File: src/core/enc_msg_pkg.sv
package enc_msg_pkg;

  localparam int unsigned CLOCK_HZ       = 100000000;
  localparam int unsigned TICK_PERIOD_US = 1000;
  localparam int unsigned TICK_CYCLES    = CLOCK_HZ / 1000000 * TICK_PERIOD_US;

  // Identifier fallbacks
  localparam logic [10:0] ID_REQ_DEF   = 11'h200;
  localparam logic [10:0] ID_REPLY_DEF = 11'h280;
  localparam logic [10:0] ID_CYC_DEF   = 11'h180;
  localparam logic [10:0] ID_SYNC_DEF  = 11'h100;
  localparam logic [10:0] ID_SETP_DEF  = 11'h300;
  localparam logic [10:0] ID_PREP_DEF  = 11'h380;

  // Function select codes
  localparam logic [7:0] FSC_POS      = 8'h00;
  localparam logic [7:0] FSC_CYC      = 8'h30;
  localparam logic [7:0] FSC_RESET    = 8'h01;
  localparam logic [7:0] FSC_RDSTAT   = 8'h02;
  localparam logic [7:0] FSC_TIME_RAM = 8'h03;
  localparam logic [7:0] FSC_CMD_RAM  = 8'h04;
  localparam logic [7:0] FSC_RD_LO    = 8'h11;
  localparam logic [7:0] FSC_RD_HI    = 8'h19;
  localparam logic [7:0] FSC_TIME_NV  = 8'h21;
  localparam logic [7:0] FSC_CMD_NV   = 8'h22;
  localparam logic [7:0] FSC_ID_LO    = 8'h23;
  localparam logic [7:0] FSC_ID_HI    = 8'h28;
  localparam logic [7:0] FSC_BAUD_NV  = 8'h29;

  // Bit rate codes
  localparam logic [3:0] BAUD_DEF = 4'h1;
  localparam logic [3:0] BAUD_MAX = 4'h8;

  // Command byte positions
  localparam int unsigned CMD_PERIODIC = 0;
  localparam int unsigned CMD_SYNC     = 1;
  localparam int unsigned CMD_START    = 2;

  // Status byte positions
  localparam int unsigned ST_BUSY = 7;
  localparam int unsigned ST_SYNC = 6;
  localparam int unsigned ST_PAR  = 5;
  localparam int unsigned ST_POS  = 4;
  localparam int unsigned ST_COM  = 3;
  localparam int unsigned ST_DEF  = 2;
  localparam int unsigned ST_CYC  = 1;
  localparam int unsigned ST_SMD  = 0;

  // Frame lengths; only LEN_POS and LEN_PREP are sent
  localparam logic [3:0] LEN_POS  = 4'h6;
  localparam logic [3:0] LEN_PREP = 4'h2;
  localparam logic [3:0] LEN_RDBK = 4'h4;
  localparam logic [3:0] LEN_TIME = 4'h7;

  typedef struct packed {
    logic [10:0]     ident;
    logic [3:0]      frame_length_field;
    logic [7:0][7:0] data;
  } can_frame_type;

  // Stored (nonvolatile) configuration; valid bits mark defined identifiers
  typedef struct packed {
    logic [15:0]      periodic_interval;
    logic [15:0]      sync_window_time;
    logic [15:0]      sync_start_delay;
    logic [7:0]       command;
    logic [5:0]       id_valid;
    logic [5:0][10:0] ids;
    logic [3:0]       baud_code;
  } nv_cfg_type;

  typedef struct packed {
    logic [7:0] store_sel;
    logic [7:0] b0;
    logic [7:0] b1;
    logic [7:0] b2;
    logic [7:0] b3;
    logic [7:0] b4;
    logic [7:0] b5;
  } nv_write_type;

endpackage

File: src/core/can_encoder_position_messaging.sv
`timescale 1ns/1ps
// Message layer of the position encoder
module can_encoder_position_messaging (
  input  wire logic                      clock,
  input  wire logic                      resetn,
  input  wire logic                      rx_valid,
  input  wire enc_msg_pkg::can_frame_type rx_frame,
  output logic                           tx_valid,
  input  wire logic                      tx_ready,
  output enc_msg_pkg::can_frame_type     tx_frame,
  input  wire logic [31:0]               position,
  input  wire logic                      position_fault,
  input  wire logic                      link_fault_pin,
  input  wire enc_msg_pkg::nv_cfg_type   nv_cfg,
  output logic                           nv_write,
  output enc_msg_pkg::nv_write_type      nv_data,
  output logic [3:0]                     baud_code,
  output logic                           soft_reset,
  output logic [7:0]                     status_byte
);
  import enc_msg_pkg::*;

  typedef enum logic [1:0] {IDLE, SEND} tx_state_type;

  typedef struct packed {
    // Transmit side
    tx_state_type     tx_st;
    can_frame_type    frame;
    logic             pend_reply;
    logic             pend_cyc;
    logic             pend_par;
    logic [7:0]       par_fsc;
    // Working configuration
    logic [15:0]      interval;
    logic [15:0]      window;
    logic [15:0]      delay;
    logic [7:0]       command;
    // Millisecond timers
    logic [16:0]      period_cnt;
    logic [16:0]      window_cnt;
    logic [16:0]      delay_cnt;
    logic             delay_run;
    logic             running;
    // Sticky status flags
    logic             sync_flag;
    logic             par_flag;
    logic             pos_flag;
    logic             com_flag;
    // Load state, identifiers and output pulses
    logic             loaded;
    logic [5:0][10:0] ids;
    logic             fallback;
    logic [3:0]       baud;
    logic             nv_wr;
    nv_write_type     nv_d;
    logic             sreset;
  } core_state_type;

  core_state_type state_ff;
  core_state_type nxt_state;
  logic           tick;
  logic           sync_hit;
  logic           link_fault;
  logic [7:0]     status;
  logic           window_expired;
  logic           req_hit;
  logic           setp_hit;

  // Stored identifier or its fallback
  function automatic logic [10:0] pick_id(input logic valid, input logic [10:0] stored,
                                          input logic [10:0] fallback);
    pick_id = valid ? stored : fallback;
  endfunction

  // Period in ms as a 17-bit count, zero means 65,536 ms
  function automatic logic [16:0] ms_count(input logic [15:0] v);
    ms_count = (v == 16'h0) ? 17'h10000 : {1'b0, v};
  endfunction

  // Position frame assembled in one go from one position sample
  function automatic can_frame_type pos_frame(input logic [10:0] id, input logic [7:0] function_select_code,
                                              input logic [7:0] st, input logic [31:0] pos);
    pos_frame.ident              = id;
    pos_frame.frame_length_field = LEN_POS;
    pos_frame.data               = '0;
    pos_frame.data[0]            = function_select_code;
    pos_frame.data[1]            = st;
    pos_frame.data[2]            = pos[7:0];
    pos_frame.data[3]            = pos[15:8];
    pos_frame.data[4]            = pos[23:16];
    pos_frame.data[5]            = pos[31:24];
  endfunction

  // Bit-rate code outside 1..8 cannot be used; 0 is not supported yet
  function automatic logic bad_baud(input logic [7:0] code);
    bad_baud = (code == 8'h0) || (code > {4'h0, BAUD_MAX});
  endfunction

  // Parameter answer: code echoed, then the status byte
  // Nothing follows the status, so the frame stays two bytes long
  function automatic can_frame_type par_frame(input logic [10:0] id, input logic [7:0] function_select_code,
                                              input logic [7:0] st);
    par_frame                    = '0;
    par_frame.ident              = id;
    par_frame.frame_length_field = LEN_PREP;
    par_frame.data[0]            = function_select_code;
    par_frame.data[1]            = st;
  endfunction

  // Frame offered on one of our receive identifiers
  // Shared by the sync, request and parameter decoders
  function automatic logic id_hit(input logic valid, input can_frame_type f,
                                  input logic [10:0] id);
    id_hit = valid && (f.ident == id);
  endfunction

  // Link fault pin crosses into the core clock
  pin_sync u_link_sync (
    .clock  (clock),
    .resetn (resetn),
    .din    (link_fault_pin),
    .dout   (link_fault)
  );

  // Common millisecond tick, realigned by sync
  ms_tick u_tick (
    .clock   (clock),
    .resetn  (resetn),
    .realign (sync_hit),
    .tick    (tick)
  );

  // Sync frame with code 00h on the sync identifier
  assign sync_hit = state_ff.loaded && id_hit(rx_valid, rx_frame, state_ff.ids[3])
                    && rx_frame.data[0] == FSC_POS;

  // Receive decode for requests and parameter frames
  assign req_hit  = id_hit(rx_valid, rx_frame, state_ff.ids[0]);
  assign setp_hit = id_hit(rx_valid, rx_frame, state_ff.ids[4]);

  // Status byte assembly
  always_comb begin
    status           = '0;
    status[ST_BUSY]  = position_fault;
    status[ST_SYNC]  = state_ff.sync_flag;
    status[ST_PAR]   = state_ff.par_flag;
    status[ST_POS]   = state_ff.pos_flag;
    status[ST_COM]   = state_ff.com_flag;
    status[ST_DEF]   = state_ff.fallback;
    status[ST_CYC]   = state_ff.running;
    status[ST_SMD]   = state_ff.command[CMD_SYNC];
  end

  // Sync window running out at this tick
  // Kept apart so a read-status in the same cycle cannot clear a fresh timeout
  always_comb begin
    window_expired = tick && state_ff.loaded && state_ff.running
                     && state_ff.command[CMD_SYNC] && state_ff.window_cnt <= 17'h1;
  end

  // Receive decode, timers and transmit sequencing
  always_comb begin
    nxt_state = state_ff;
    // Output pulses last one cycle
    nxt_state.nv_wr  = 1'b0;
    nxt_state.sreset = 1'b0;

    // Load stored configuration once after reset
    if (!state_ff.loaded) begin
      nxt_state.loaded   = 1'b1;
      nxt_state.interval = nv_cfg.periodic_interval;
      nxt_state.window   = nv_cfg.sync_window_time;
      nxt_state.delay    = nv_cfg.sync_start_delay;
      nxt_state.command  = nv_cfg.command;
      nxt_state.ids[0] = pick_id(nv_cfg.id_valid[0], nv_cfg.ids[0], ID_REQ_DEF);
      nxt_state.ids[1] = pick_id(nv_cfg.id_valid[1], nv_cfg.ids[1], ID_REPLY_DEF);
      nxt_state.ids[2] = pick_id(nv_cfg.id_valid[2], nv_cfg.ids[2], ID_CYC_DEF);
      nxt_state.ids[3] = pick_id(nv_cfg.id_valid[3], nv_cfg.ids[3], ID_SYNC_DEF);
      nxt_state.ids[4] = pick_id(nv_cfg.id_valid[4], nv_cfg.ids[4], ID_SETP_DEF);
      nxt_state.ids[5] = pick_id(nv_cfg.id_valid[5], nv_cfg.ids[5], ID_PREP_DEF);
      nxt_state.fallback = (nv_cfg.id_valid != 6'h3f);
      if (bad_baud({4'h0, nv_cfg.baud_code})) begin
        nxt_state.baud     = BAUD_DEF;
        nxt_state.fallback = 1'b1;
      end else begin
        nxt_state.baud = nv_cfg.baud_code;
      end
      nxt_state.running    = nv_cfg.command[CMD_PERIODIC] && !nv_cfg.command[CMD_START];
      nxt_state.period_cnt = ms_count(nv_cfg.periodic_interval);
      nxt_state.window_cnt = ms_count(nv_cfg.sync_window_time);
    end else begin

      // Millisecond timers on the common tick
      if (tick) begin
        if (state_ff.running) begin
          if (state_ff.period_cnt <= 17'h1) begin
            nxt_state.period_cnt = ms_count(state_ff.interval);
            nxt_state.pend_cyc   = 1'b1;
          end else begin
            nxt_state.period_cnt = state_ff.period_cnt - 17'h1;
          end
          if (state_ff.command[CMD_SYNC]) begin
            if (state_ff.window_cnt <= 17'h1) begin
              nxt_state.running   = 1'b0;
              nxt_state.sync_flag = 1'b1;
            end else begin
              nxt_state.window_cnt = state_ff.window_cnt - 17'h1;
            end
          end
        end
        if (state_ff.delay_run) begin
          if (state_ff.delay_cnt <= 17'h1) begin
            nxt_state.delay_run  = 1'b0;
            nxt_state.running    = 1'b1;
            nxt_state.period_cnt = ms_count(state_ff.interval);
            nxt_state.window_cnt = ms_count(state_ff.window);
          end else begin
            nxt_state.delay_cnt = state_ff.delay_cnt - 17'h1;
          end
        end
      end

      // Sync restarts the window and, when waiting to start, arms the start delay
      if (sync_hit) begin
        nxt_state.window_cnt = ms_count(state_ff.window);
        if (state_ff.command[CMD_PERIODIC] && state_ff.command[CMD_START]
            && !state_ff.running && !state_ff.delay_run) begin
          nxt_state.delay_run = 1'b1;
          nxt_state.delay_cnt = {1'b0, state_ff.delay} + 17'h1;
        end
      end

      // Position request
      if (req_hit) begin
        if (rx_frame.data[0] == FSC_POS && rx_frame.frame_length_field != 4'h0) begin
          nxt_state.pend_reply = 1'b1;
        end else begin
          nxt_state.pos_flag = 1'b1;
        end
      end

      // Parameter set
      if (setp_hit) begin
        nxt_state.pend_par = 1'b1;
        nxt_state.par_fsc  = rx_frame.data[0];
        unique case (rx_frame.data[0]) inside
          FSC_RESET: nxt_state.sreset = 1'b1;
          FSC_RDSTAT: begin
            nxt_state.sync_flag = 1'b0;
            nxt_state.par_flag  = 1'b0;
            nxt_state.pos_flag  = 1'b0;
            nxt_state.com_flag  = link_fault;
          end
          FSC_TIME_RAM: begin
            nxt_state.interval = {rx_frame.data[2], rx_frame.data[1]};
            nxt_state.window   = {rx_frame.data[4], rx_frame.data[3]};
            nxt_state.delay    = {rx_frame.data[6], rx_frame.data[5]};
          end
          FSC_CMD_RAM: begin
            nxt_state.command = rx_frame.data[1];
            nxt_state.running = rx_frame.data[1][CMD_PERIODIC]
                                && !rx_frame.data[1][CMD_START];
            nxt_state.delay_run  = 1'b0;
            nxt_state.period_cnt = ms_count(state_ff.interval);
            nxt_state.window_cnt = ms_count(state_ff.window);
          end
          [FSC_RD_LO:FSC_RD_HI]: ;
          [FSC_TIME_NV:FSC_BAUD_NV]: begin
            nxt_state.nv_wr = 1'b1;
            nxt_state.nv_d  = {rx_frame.data[0], rx_frame.data[1], rx_frame.data[2],
                               rx_frame.data[3], rx_frame.data[4], rx_frame.data[5],
                               rx_frame.data[6]};
            if (rx_frame.data[0] == FSC_BAUD_NV && bad_baud(rx_frame.data[1])) begin
              nxt_state.nv_wr    = 1'b0;
              nxt_state.par_flag = 1'b1;
            end
          end
          default: nxt_state.par_flag = 1'b1;
        endcase
      end

      // Timeout and link fault set their sticky flags; set wins over clear
      if (window_expired) begin
        nxt_state.sync_flag = 1'b1;
      end
      if (link_fault) begin
        nxt_state.com_flag = 1'b1;
      end
      if (req_hit && rx_frame.data[0] != FSC_POS) begin
        nxt_state.pos_flag = 1'b1;
      end

      // Transmit: reply first, then parameter answer, then periodic
      unique case (state_ff.tx_st)
        IDLE: begin
          if (state_ff.pend_reply) begin
            nxt_state.pend_reply = 1'b0;
            nxt_state.frame = pos_frame(state_ff.ids[1], FSC_POS, status, position);
            nxt_state.tx_st = SEND;
          end else if (state_ff.pend_par) begin
            nxt_state.pend_par = 1'b0;
            nxt_state.frame = par_frame(state_ff.ids[5], state_ff.par_fsc, status);
            nxt_state.tx_st = SEND;
          end else if (state_ff.pend_cyc) begin
            nxt_state.pend_cyc = 1'b0;
            nxt_state.frame = pos_frame(state_ff.ids[2], FSC_CYC, status, position);
            nxt_state.tx_st = SEND;
          end
        end
        SEND: begin
          if (tx_ready) begin
            nxt_state.tx_st = IDLE;
          end
        end
        default: nxt_state.tx_st = IDLE;
      endcase

      // A stopped periodic stream drops its pending frame
      if (!nxt_state.running) begin
        nxt_state.pend_cyc = 1'b0;
      end
    end
  end

  // State register
  always_ff @(posedge clock or negedge resetn) begin
    if (!resetn) begin
      state_ff <= '0;
    end else begin
      state_ff <= nxt_state;
    end
  end

  // Outputs
  // The offered frame stands until the node takes it
  assign tx_valid    = (state_ff.tx_st == SEND);
  assign tx_frame    = state_ff.frame;
  assign nv_write    = state_ff.nv_wr;
  assign nv_data     = state_ff.nv_d;
  assign baud_code   = state_ff.baud;
  assign soft_reset  = state_ff.sreset;
  assign status_byte = status;
endmodule // can_encoder_position_messaging

File: src/core/ms_tick.sv
`timescale 1ns/1ps
// Millisecond time base; a realign request restarts the count
module ms_tick (
  input  wire logic clock,
  input  wire logic resetn,
  input  wire logic realign,
  output logic      tick
);
  import enc_msg_pkg::*;

  typedef struct packed {
    logic [16:0] count;
    logic        tick;
  } tick_state_type;

  tick_state_type state_ff;
  tick_state_type nxt_state;

  // Count one millisecond of core clocks
  always_comb begin
    nxt_state = state_ff;
    nxt_state.tick = 1'b0;
    if (realign) begin
      nxt_state.count = 17'h0;
      nxt_state.tick  = 1'b1;
    end else if (state_ff.count == 17'(TICK_CYCLES - 1)) begin
      nxt_state.count = 17'h0;
      nxt_state.tick  = 1'b1;
    end else begin
      nxt_state.count = state_ff.count + 17'h1;
    end
  end

  always_ff @(posedge clock or negedge resetn) begin
    if (!resetn) begin
      state_ff <= '0;
    end else begin
      state_ff <= nxt_state;
    end
  end

  assign tick = state_ff.tick;
endmodule // ms_tick

File: src/core/pin_sync.sv
`timescale 1ns/1ps
// Two-stage synchroniser for an outside level
module pin_sync (
  input  wire logic clock,
  input  wire logic resetn,
  input  wire logic din,
  output logic      dout
);
  typedef struct packed {
    logic s1;
    logic s2;
  } sync_state_type;

  sync_state_type state_ff;
  sync_state_type nxt_state;

  // Shift the level through two flops
  always_comb begin
    nxt_state.s1 = din;
    nxt_state.s2 = state_ff.s1;
  end

  always_ff @(posedge clock or negedge resetn) begin
    if (!resetn) begin
      state_ff <= '0;
    end else begin
      state_ff <= nxt_state;
    end
  end

  assign dout = state_ff.s2;
endmodule // pin_sync

File: config.mk
export PLATFORM = sky130hd
export DESIGN_NAME = can_encoder_position_messaging
export DESIGN_NICKNAME = d
export VERILOG_FILES = /design/src/core/enc_msg_pkg.sv /design/src/core/can_encoder_position_messaging.sv /design/src/core/ms_tick.sv /design/src/core/pin_sync.sv
export SDC_FILE = /design/constraint.sdc
export NUM_CORES = 1
export LEC_CHECK = 0
export BUFFER_PORTS_ARGS = -buffer_cell sky130_fd_sc_hd__buf_2
export CORE_MARGIN = 5
export CORE_UTILIZATION = 40
export CTS_BUF_LIST = sky130_fd_sc_hd__clkbuf_2
export CTS_CLUSTER_SIZE = 24
export DETAILED_ROUTE_END_ITERATION = 12
export SKIP_CTS_REPAIR_TIMING = 1
export SLEW_MARGIN = 20
export SYNTH_ARGS = -nofsm -noshare
export SYNTH_HDL_FRONTEND = slang
export SYNTH_HIERARCHICAL = 1
export SYNTH_SLANG_ARGS = --single-unit
File: constraint.sdc
create_clock -name clock -period 3 [get_ports clock]
set_input_delay 0.15 -clock clock [delete_from_list [all_inputs] [get_ports clock]]
set_output_delay 0.15 -clock clock [all_outputs]
set_load 0.05 [all_outputs]
======== Word-level counts from Yosys, hierarchy flattened ========
Index checks and enable logic that the tools add are counted.
word-level totals
  bits in registers ....................... 350
  input port bits ......................... 249
  logic and storage cells ................. 197
  output and inout bits ................... 150
operators by class
  $add $sub $neg .......................... 5
  eq/ne operators ......................... 20
  muxes and demuxes ....................... 68
  magnitude comparators ................... 9
  reductions and logical operators ........ 45
operators with widths
  cell                     count
  $mux W81                 3
  $mux W17                 9
  $mux W58                 2
  $mux W99                 1
  $mux W90                 1
  $mux W34                 2
  $mux W11                 6
  $logic_not A16 Y1        4
  $mux W57                 1
  $mux W54                 1
  $mux W53                 1
  $le A17 B1 Y1 const B    3
  $sub A17 B1 Y17 const B  3
  $mux W48                 1
  $mux W42                 1
  $mux W18                 2
  $mux W35                 1
  $eq A11 B11 Y1           3
  $mux W1                  22
  $logic_and A1 B1 Y1      19
  $add A16 B1 Y17 const B  1
  $add A17 B1 Y17 const B  1
  $eq A17 B17 Y1 const B   1
  $eq A8 B2 Y1 const B     2
  34 further kinds         56

======== Depth between registers and ports, before layout ========
  word-level depth ........................ 15
  depth in mapped cells ................... 10
  mapped depth without buffers ............ 8

======== Cells and area by module ========
Netlist, hierarchy kept.
modules (own cells, without submodules)
  module                          cells each  area each (um^2)  times used
  can_encoder_position_messaging  1559        16339.4           1
  ms_tick                         85          902.1             1
  pin_sync                        2           50.0              1

======== Worst setup path after synthesis ========
Ideal clock, no wire load.
  kind .................................... register to register
  from .................................... register state_ff[116] (netlist bit)
  to ...................................... register state_ff (netlist bit nv_data[45])
  data arrival time ....................... 2.270 ns
  library setup time ...................... 0.125 ns
  period minus slack after synthesis ...... 2.395 ns
  setup slack ............................. 0.605 ns
  cell stages (with the launch flop) ...... 8
  path buffers ............................ 2
  cell sequence ........................... dfrtp_1 xnor2_1 nand4_1 or4b_2 nor2_1 buf_4 buf_4 mux2_2
on the way
  cells in the longest elaborated chain, start to end .. 3
ends and longest elaborated chain
  item                                RTL line                               source
  start, declared                     can_encoder_position_messaging.sv:59   core_state_type state_ff;
  start signal, assigned              can_encoder_position_messaging.sv:330  state_ff <= nxt_state;
  $eq A11 B11 Y1                      can_encoder_position_messaging.sv:114  id_hit = valid && (f.ident == id);
  $logic_and A1 B1 Y1                 can_encoder_position_messaging.sv:114
  $reduce_and A3 Y1 (no source line)  n/a
Every way passes these cells.
A chain may end at the register's enable or synchronous reset.

======== Worst setup path in the final report ========
  from .................................... input port rx_frame[4] (netlist bit)
  to ...................................... register state_ff[253] (netlist bit)
on the way
  cells in the longest elaborated chain, start to end .. 6
ends and longest elaborated chain
  item                     RTL line                               source
  start, declared          can_encoder_position_messaging.sv:7    input wire enc_msg_pkg::can_frame_type rx_frame,
  $logic_not A8 Y1 (*)     can_encoder_position_messaging.sv:235  if (rx_frame.data[0] == FSC_POS && rx_frame.frame_length_field != 4'h0) begin
  $logic_and A1 B1 Y1 (*)  can_encoder_position_messaging.sv:235
  $mux W1 (*)              can_encoder_position_messaging.sv:235
  $mux W1 (*)              can_encoder_position_messaging.sv:234  if (req_hit) begin
  $mux W1                  can_encoder_position_messaging.sv:296  if (state_ff.pend_reply) begin
  $mux W3 (*)              can_encoder_position_messaging.sv:294  unique case (state_ff.tx_st)
Every way passes the cells marked *; elsewhere a longest branch is shown, timed or not.

==> run metrics <==
status finished clean; Placement Rows 76; placed insts 2,425; Mapped Avg Cell Area 10.51 um^2; Slowest-stage cell, CP dlygate4sd3_1; critical path class input port to flip-flop; Comb pwr share a little under a third; FF+latch count, synth 331; CP max FO 5; switching power 4.724 mW; Synth Cell Area 17,290 um^2; leading area contributor after synthesis dfrtp_1; max_cap viols 0; worst-margin pin slew 0.8761 ns; via count 16,480; WL per Instance roughly 20 um; CTS sink cnt 331; HPWL after DPL 36,850 um; Die Span Y ~220 um; Hold Crit Class input port to flip-flop; fin cells 3,079; Final Hold Violating Endpoints 0; starting density of the core between 40% and 50%; min Tclk post-route 2.960 ns; initial antenna violation count 6; Cell variety after synth 82; Core Box Area around 43,000 um^2; Sw Ratio 38.16%; asr flop ratio synth 100.0%; CTS max path bufs 3; Final Wtd Congestion 0.8764; IO Count 399; First-pass DRT Iterations 6; Fillers 3,507; Root Buffer clkbuf_2; Worst Setup Start Kind input port; share of the synthesized area in the top cell type 47.90%; CP Buf/Inv Count 6; critical path arrival 3.90 ns; first-pass GRT wire length 79,210 um; clock power share between 20% and 30%; Slew HR roughly two fifths; CP required 3.94 ns; Final Net Count 2,683; CTS buffer count 92; pwr/cell area 502.5 nW/um^2; Leak approximately 12 nW; CTS tree yes; Syn Inst Count 1,646; max incr delay on CP roughly 0.67 ns; Warnings, synthesis 6; register area share after synthesis between 40% and 50%; final routed DRC violation total 0; Synth-to-Final Area Change 42.46%; Worst-path clk slew 0.10 ns; sequential power share 43.2%; VDD IR-drop max 0.4372 mV; routed vias/inst around 5.4; largest net degree at the start of global routing 146; final wirelength 61,660 um; final hold slack 0.02228 ns; Clock Latency Late Sink 1.03 ns; remaining global-route overflow 0; Most common cell on crit path dlygate4sd3_1; synth top area cells dfrtp_1, buf_4, a22o_1; CTS H-tree depth 3; vias in the first global route 14,270; endpoints failing setup 0; Synth Flop Type dfrtp_1; Die W 217.9 um; delay-heaviest family, CP buffers and inverters; overall fraction of global-route tracks in use roughly a fifth; Int Pwr ~7.7 mW; period utilization 98.67%; max-slew violations 0; share of layout cells above drive strength 1 26.29%; total power 12.38 mW; Post-synth EDFFs 0; initial DRC count approximately 1,200; Die Footprint roughly 47,000 um^2; skew final 0.1032 ns; Achievable Freq 0.3378 GHz; CP cell instances dlygate4sd3_1 > buf_2 > or3_1 > nor4_2 > dlygate4sd3_1 > buf_4 > o41ai_1 > dlygate4sd3_1 > o31ai_1 > dlygate4sd3_1; Antenna Nets Post-Route 0; Buffers on Ports 367; R2R Setup Slk 0.09 ns; CP endpoint kind flip-flop
kinds of logic after synthesis:
kind of cell / after synthesis / synth area share, %
mux: 132 / 8.140
flops: 331 / 47.90
buf+inv: 269 / 9.580
compound gates: 388 / 16.35
simple gates: 434 / 13.26
other cells: 2 / 0.04343
fa+ha+maj: 8 / 0.5789
xor+xnor: 82 / 4.153
power by group through the flow:
stage,clock (mW),combinational (mW),sequential (mW)
floorplan,0,2.64,5.32
global placement,0,3.07,5.39
detailed placement,0,3.10,5.41
CTS,3.42,3.12,5.32
global route,3.70,3.93,5.40
finish,3.32,3.71,5.35
stage by stage:
stage               utilization [%]  setup TNS (ns)  setup slack [ns]  instance area [um^2]
global route                  57.44        -0.01616          -0.01616                 24630
finish                        57.44               0           0.03997                 24630
CTS                           45.88               0            0.1528                 19680
global placement              44.00               0            0.2635                 18870
floorplan                         -               0            0.6053                 17360
detailed placement            44.00               0            0.2025                 18870
cell type report:
cell class | instances | area, um^2 | area share [%]
Clock buffer | 129 | 645.6 | 2.621
Tap cell | 585 | 732.0 | 2.971
Inverter | 36 | 135.1 | 0.5486
Timing Repair Buffer | 902 | 7212 | 29.28
Antenna cell | 6 | 15.01 | 0.06095
Sequential cell | 331 | 8287 | 33.64
Multi-Input combinational cell | 1063 | 7446 | 30.23
Clock inverter | 27 | 161.4 | 0.6552
layer usage:
layer,track usage (%),routed length (um)
met1,27.42,24650
met2,34.13,30260
met5,0,0
met4,6.782,2612
met3,4.970,4132
worst register-to-register path: cells and delay by family, from the launching register on:
family / cells / cell delay (ns)
and+or+nand+nor: 3 / 1.03
AOI/OAI and AO/OA: 1 / 0.09
buffers and inverters: 1 / 0.59
xor gates and xnor gates: 1 / 0.27
muxes: 1 / 0.33
DFF: 1 / 0.41
registers in the layout (all words and copies together), names as in the netlist:
register,count
soft_reset,1
nv_data,56
baud_code,4
status_byte,7
tx_frame,61
state_ff,181
u_tick/state_ff,17
nv_write,1
u_link_sync/nxt_state,1
u_tick/tick,1
u_link_sync/dout,1
placed cells by master (no fill, tap or decap), types with 27 or more instances in the layout:
cell	Yosys	final
mux2i_1	63	63
nand3_1	31	30
nor2b_1	27	27
a21oi_1	73	72
a22o_1	100	100
nand2_1	80	80
xnor2_1	59	59
inv_1	35	35
clkbuf_2	0	129
dlygate4sd3_1	0	491
nor2_1	110	109
nor3_1	41	41
o21ai_0	51	51
buf_4	152	35
buf_2	10	366
nor4_1	37	36
nand4_1	31	31
dfrtp_1	331	330
mux2_2	69	69
synthesized netlist by cell type (7+ instances only):
| master | number |
|---|---|
| dfrtp_1 | 331 |
| buf_4 | 152 |
| nor2_1 | 110 |
| a22o_1 | 100 |
| nand2_1 | 80 |
| a21oi_1 | 73 |
| mux2_2 | 69 |
| mux2i_1 | 63 |
| xnor2_1 | 59 |
| o21ai_0 | 51 |
| clkbuf_1 | 50 |
| nor3_1 | 41 |
| nor4_1 | 37 |
| inv_1 | 35 |
| nand3_1 | 31 |
| nand4_1 | 31 |
| nor2b_1 | 27 |
| xor2_1 | 23 |
| a31oi_1 | 18 |
| o21bai_1 | 16 |
| o31ai_1 | 16 |
| or3_1 | 14 |
| buf_1 | 13 |
| a2bb2oi_1 | 12 |
| buf_2 | 10 |
| o22ai_1 | 9 |
| and3_1 | 8 |
| ha_1 | 8 |
| o22a_1 | 8 |
| a22oi_1 | 7 |
| buf_6 | 7 |
| o21a_1 | 7 |
| or2_2 | 7 |
path summary, 6_finish.rpt:
check	from	endpoint	cells past startpoint
worst max-delay path	rx_frame[4]	state_ff[253]	10
worst min-delay path	nv_cfg[120]	state_ff[174]	4
worst max register to register	state_ff[110]	state_ff[205]	7
worst min register to register	u_link_sync/nxt_state[0]	u_link_sync/dout	0
max in group asynchronous	resetn	tx_frame[29]	4
min in group asynchronous	resetn	state_ff[172]	4
Note: power is estimated with default switching activity, not from simulation.
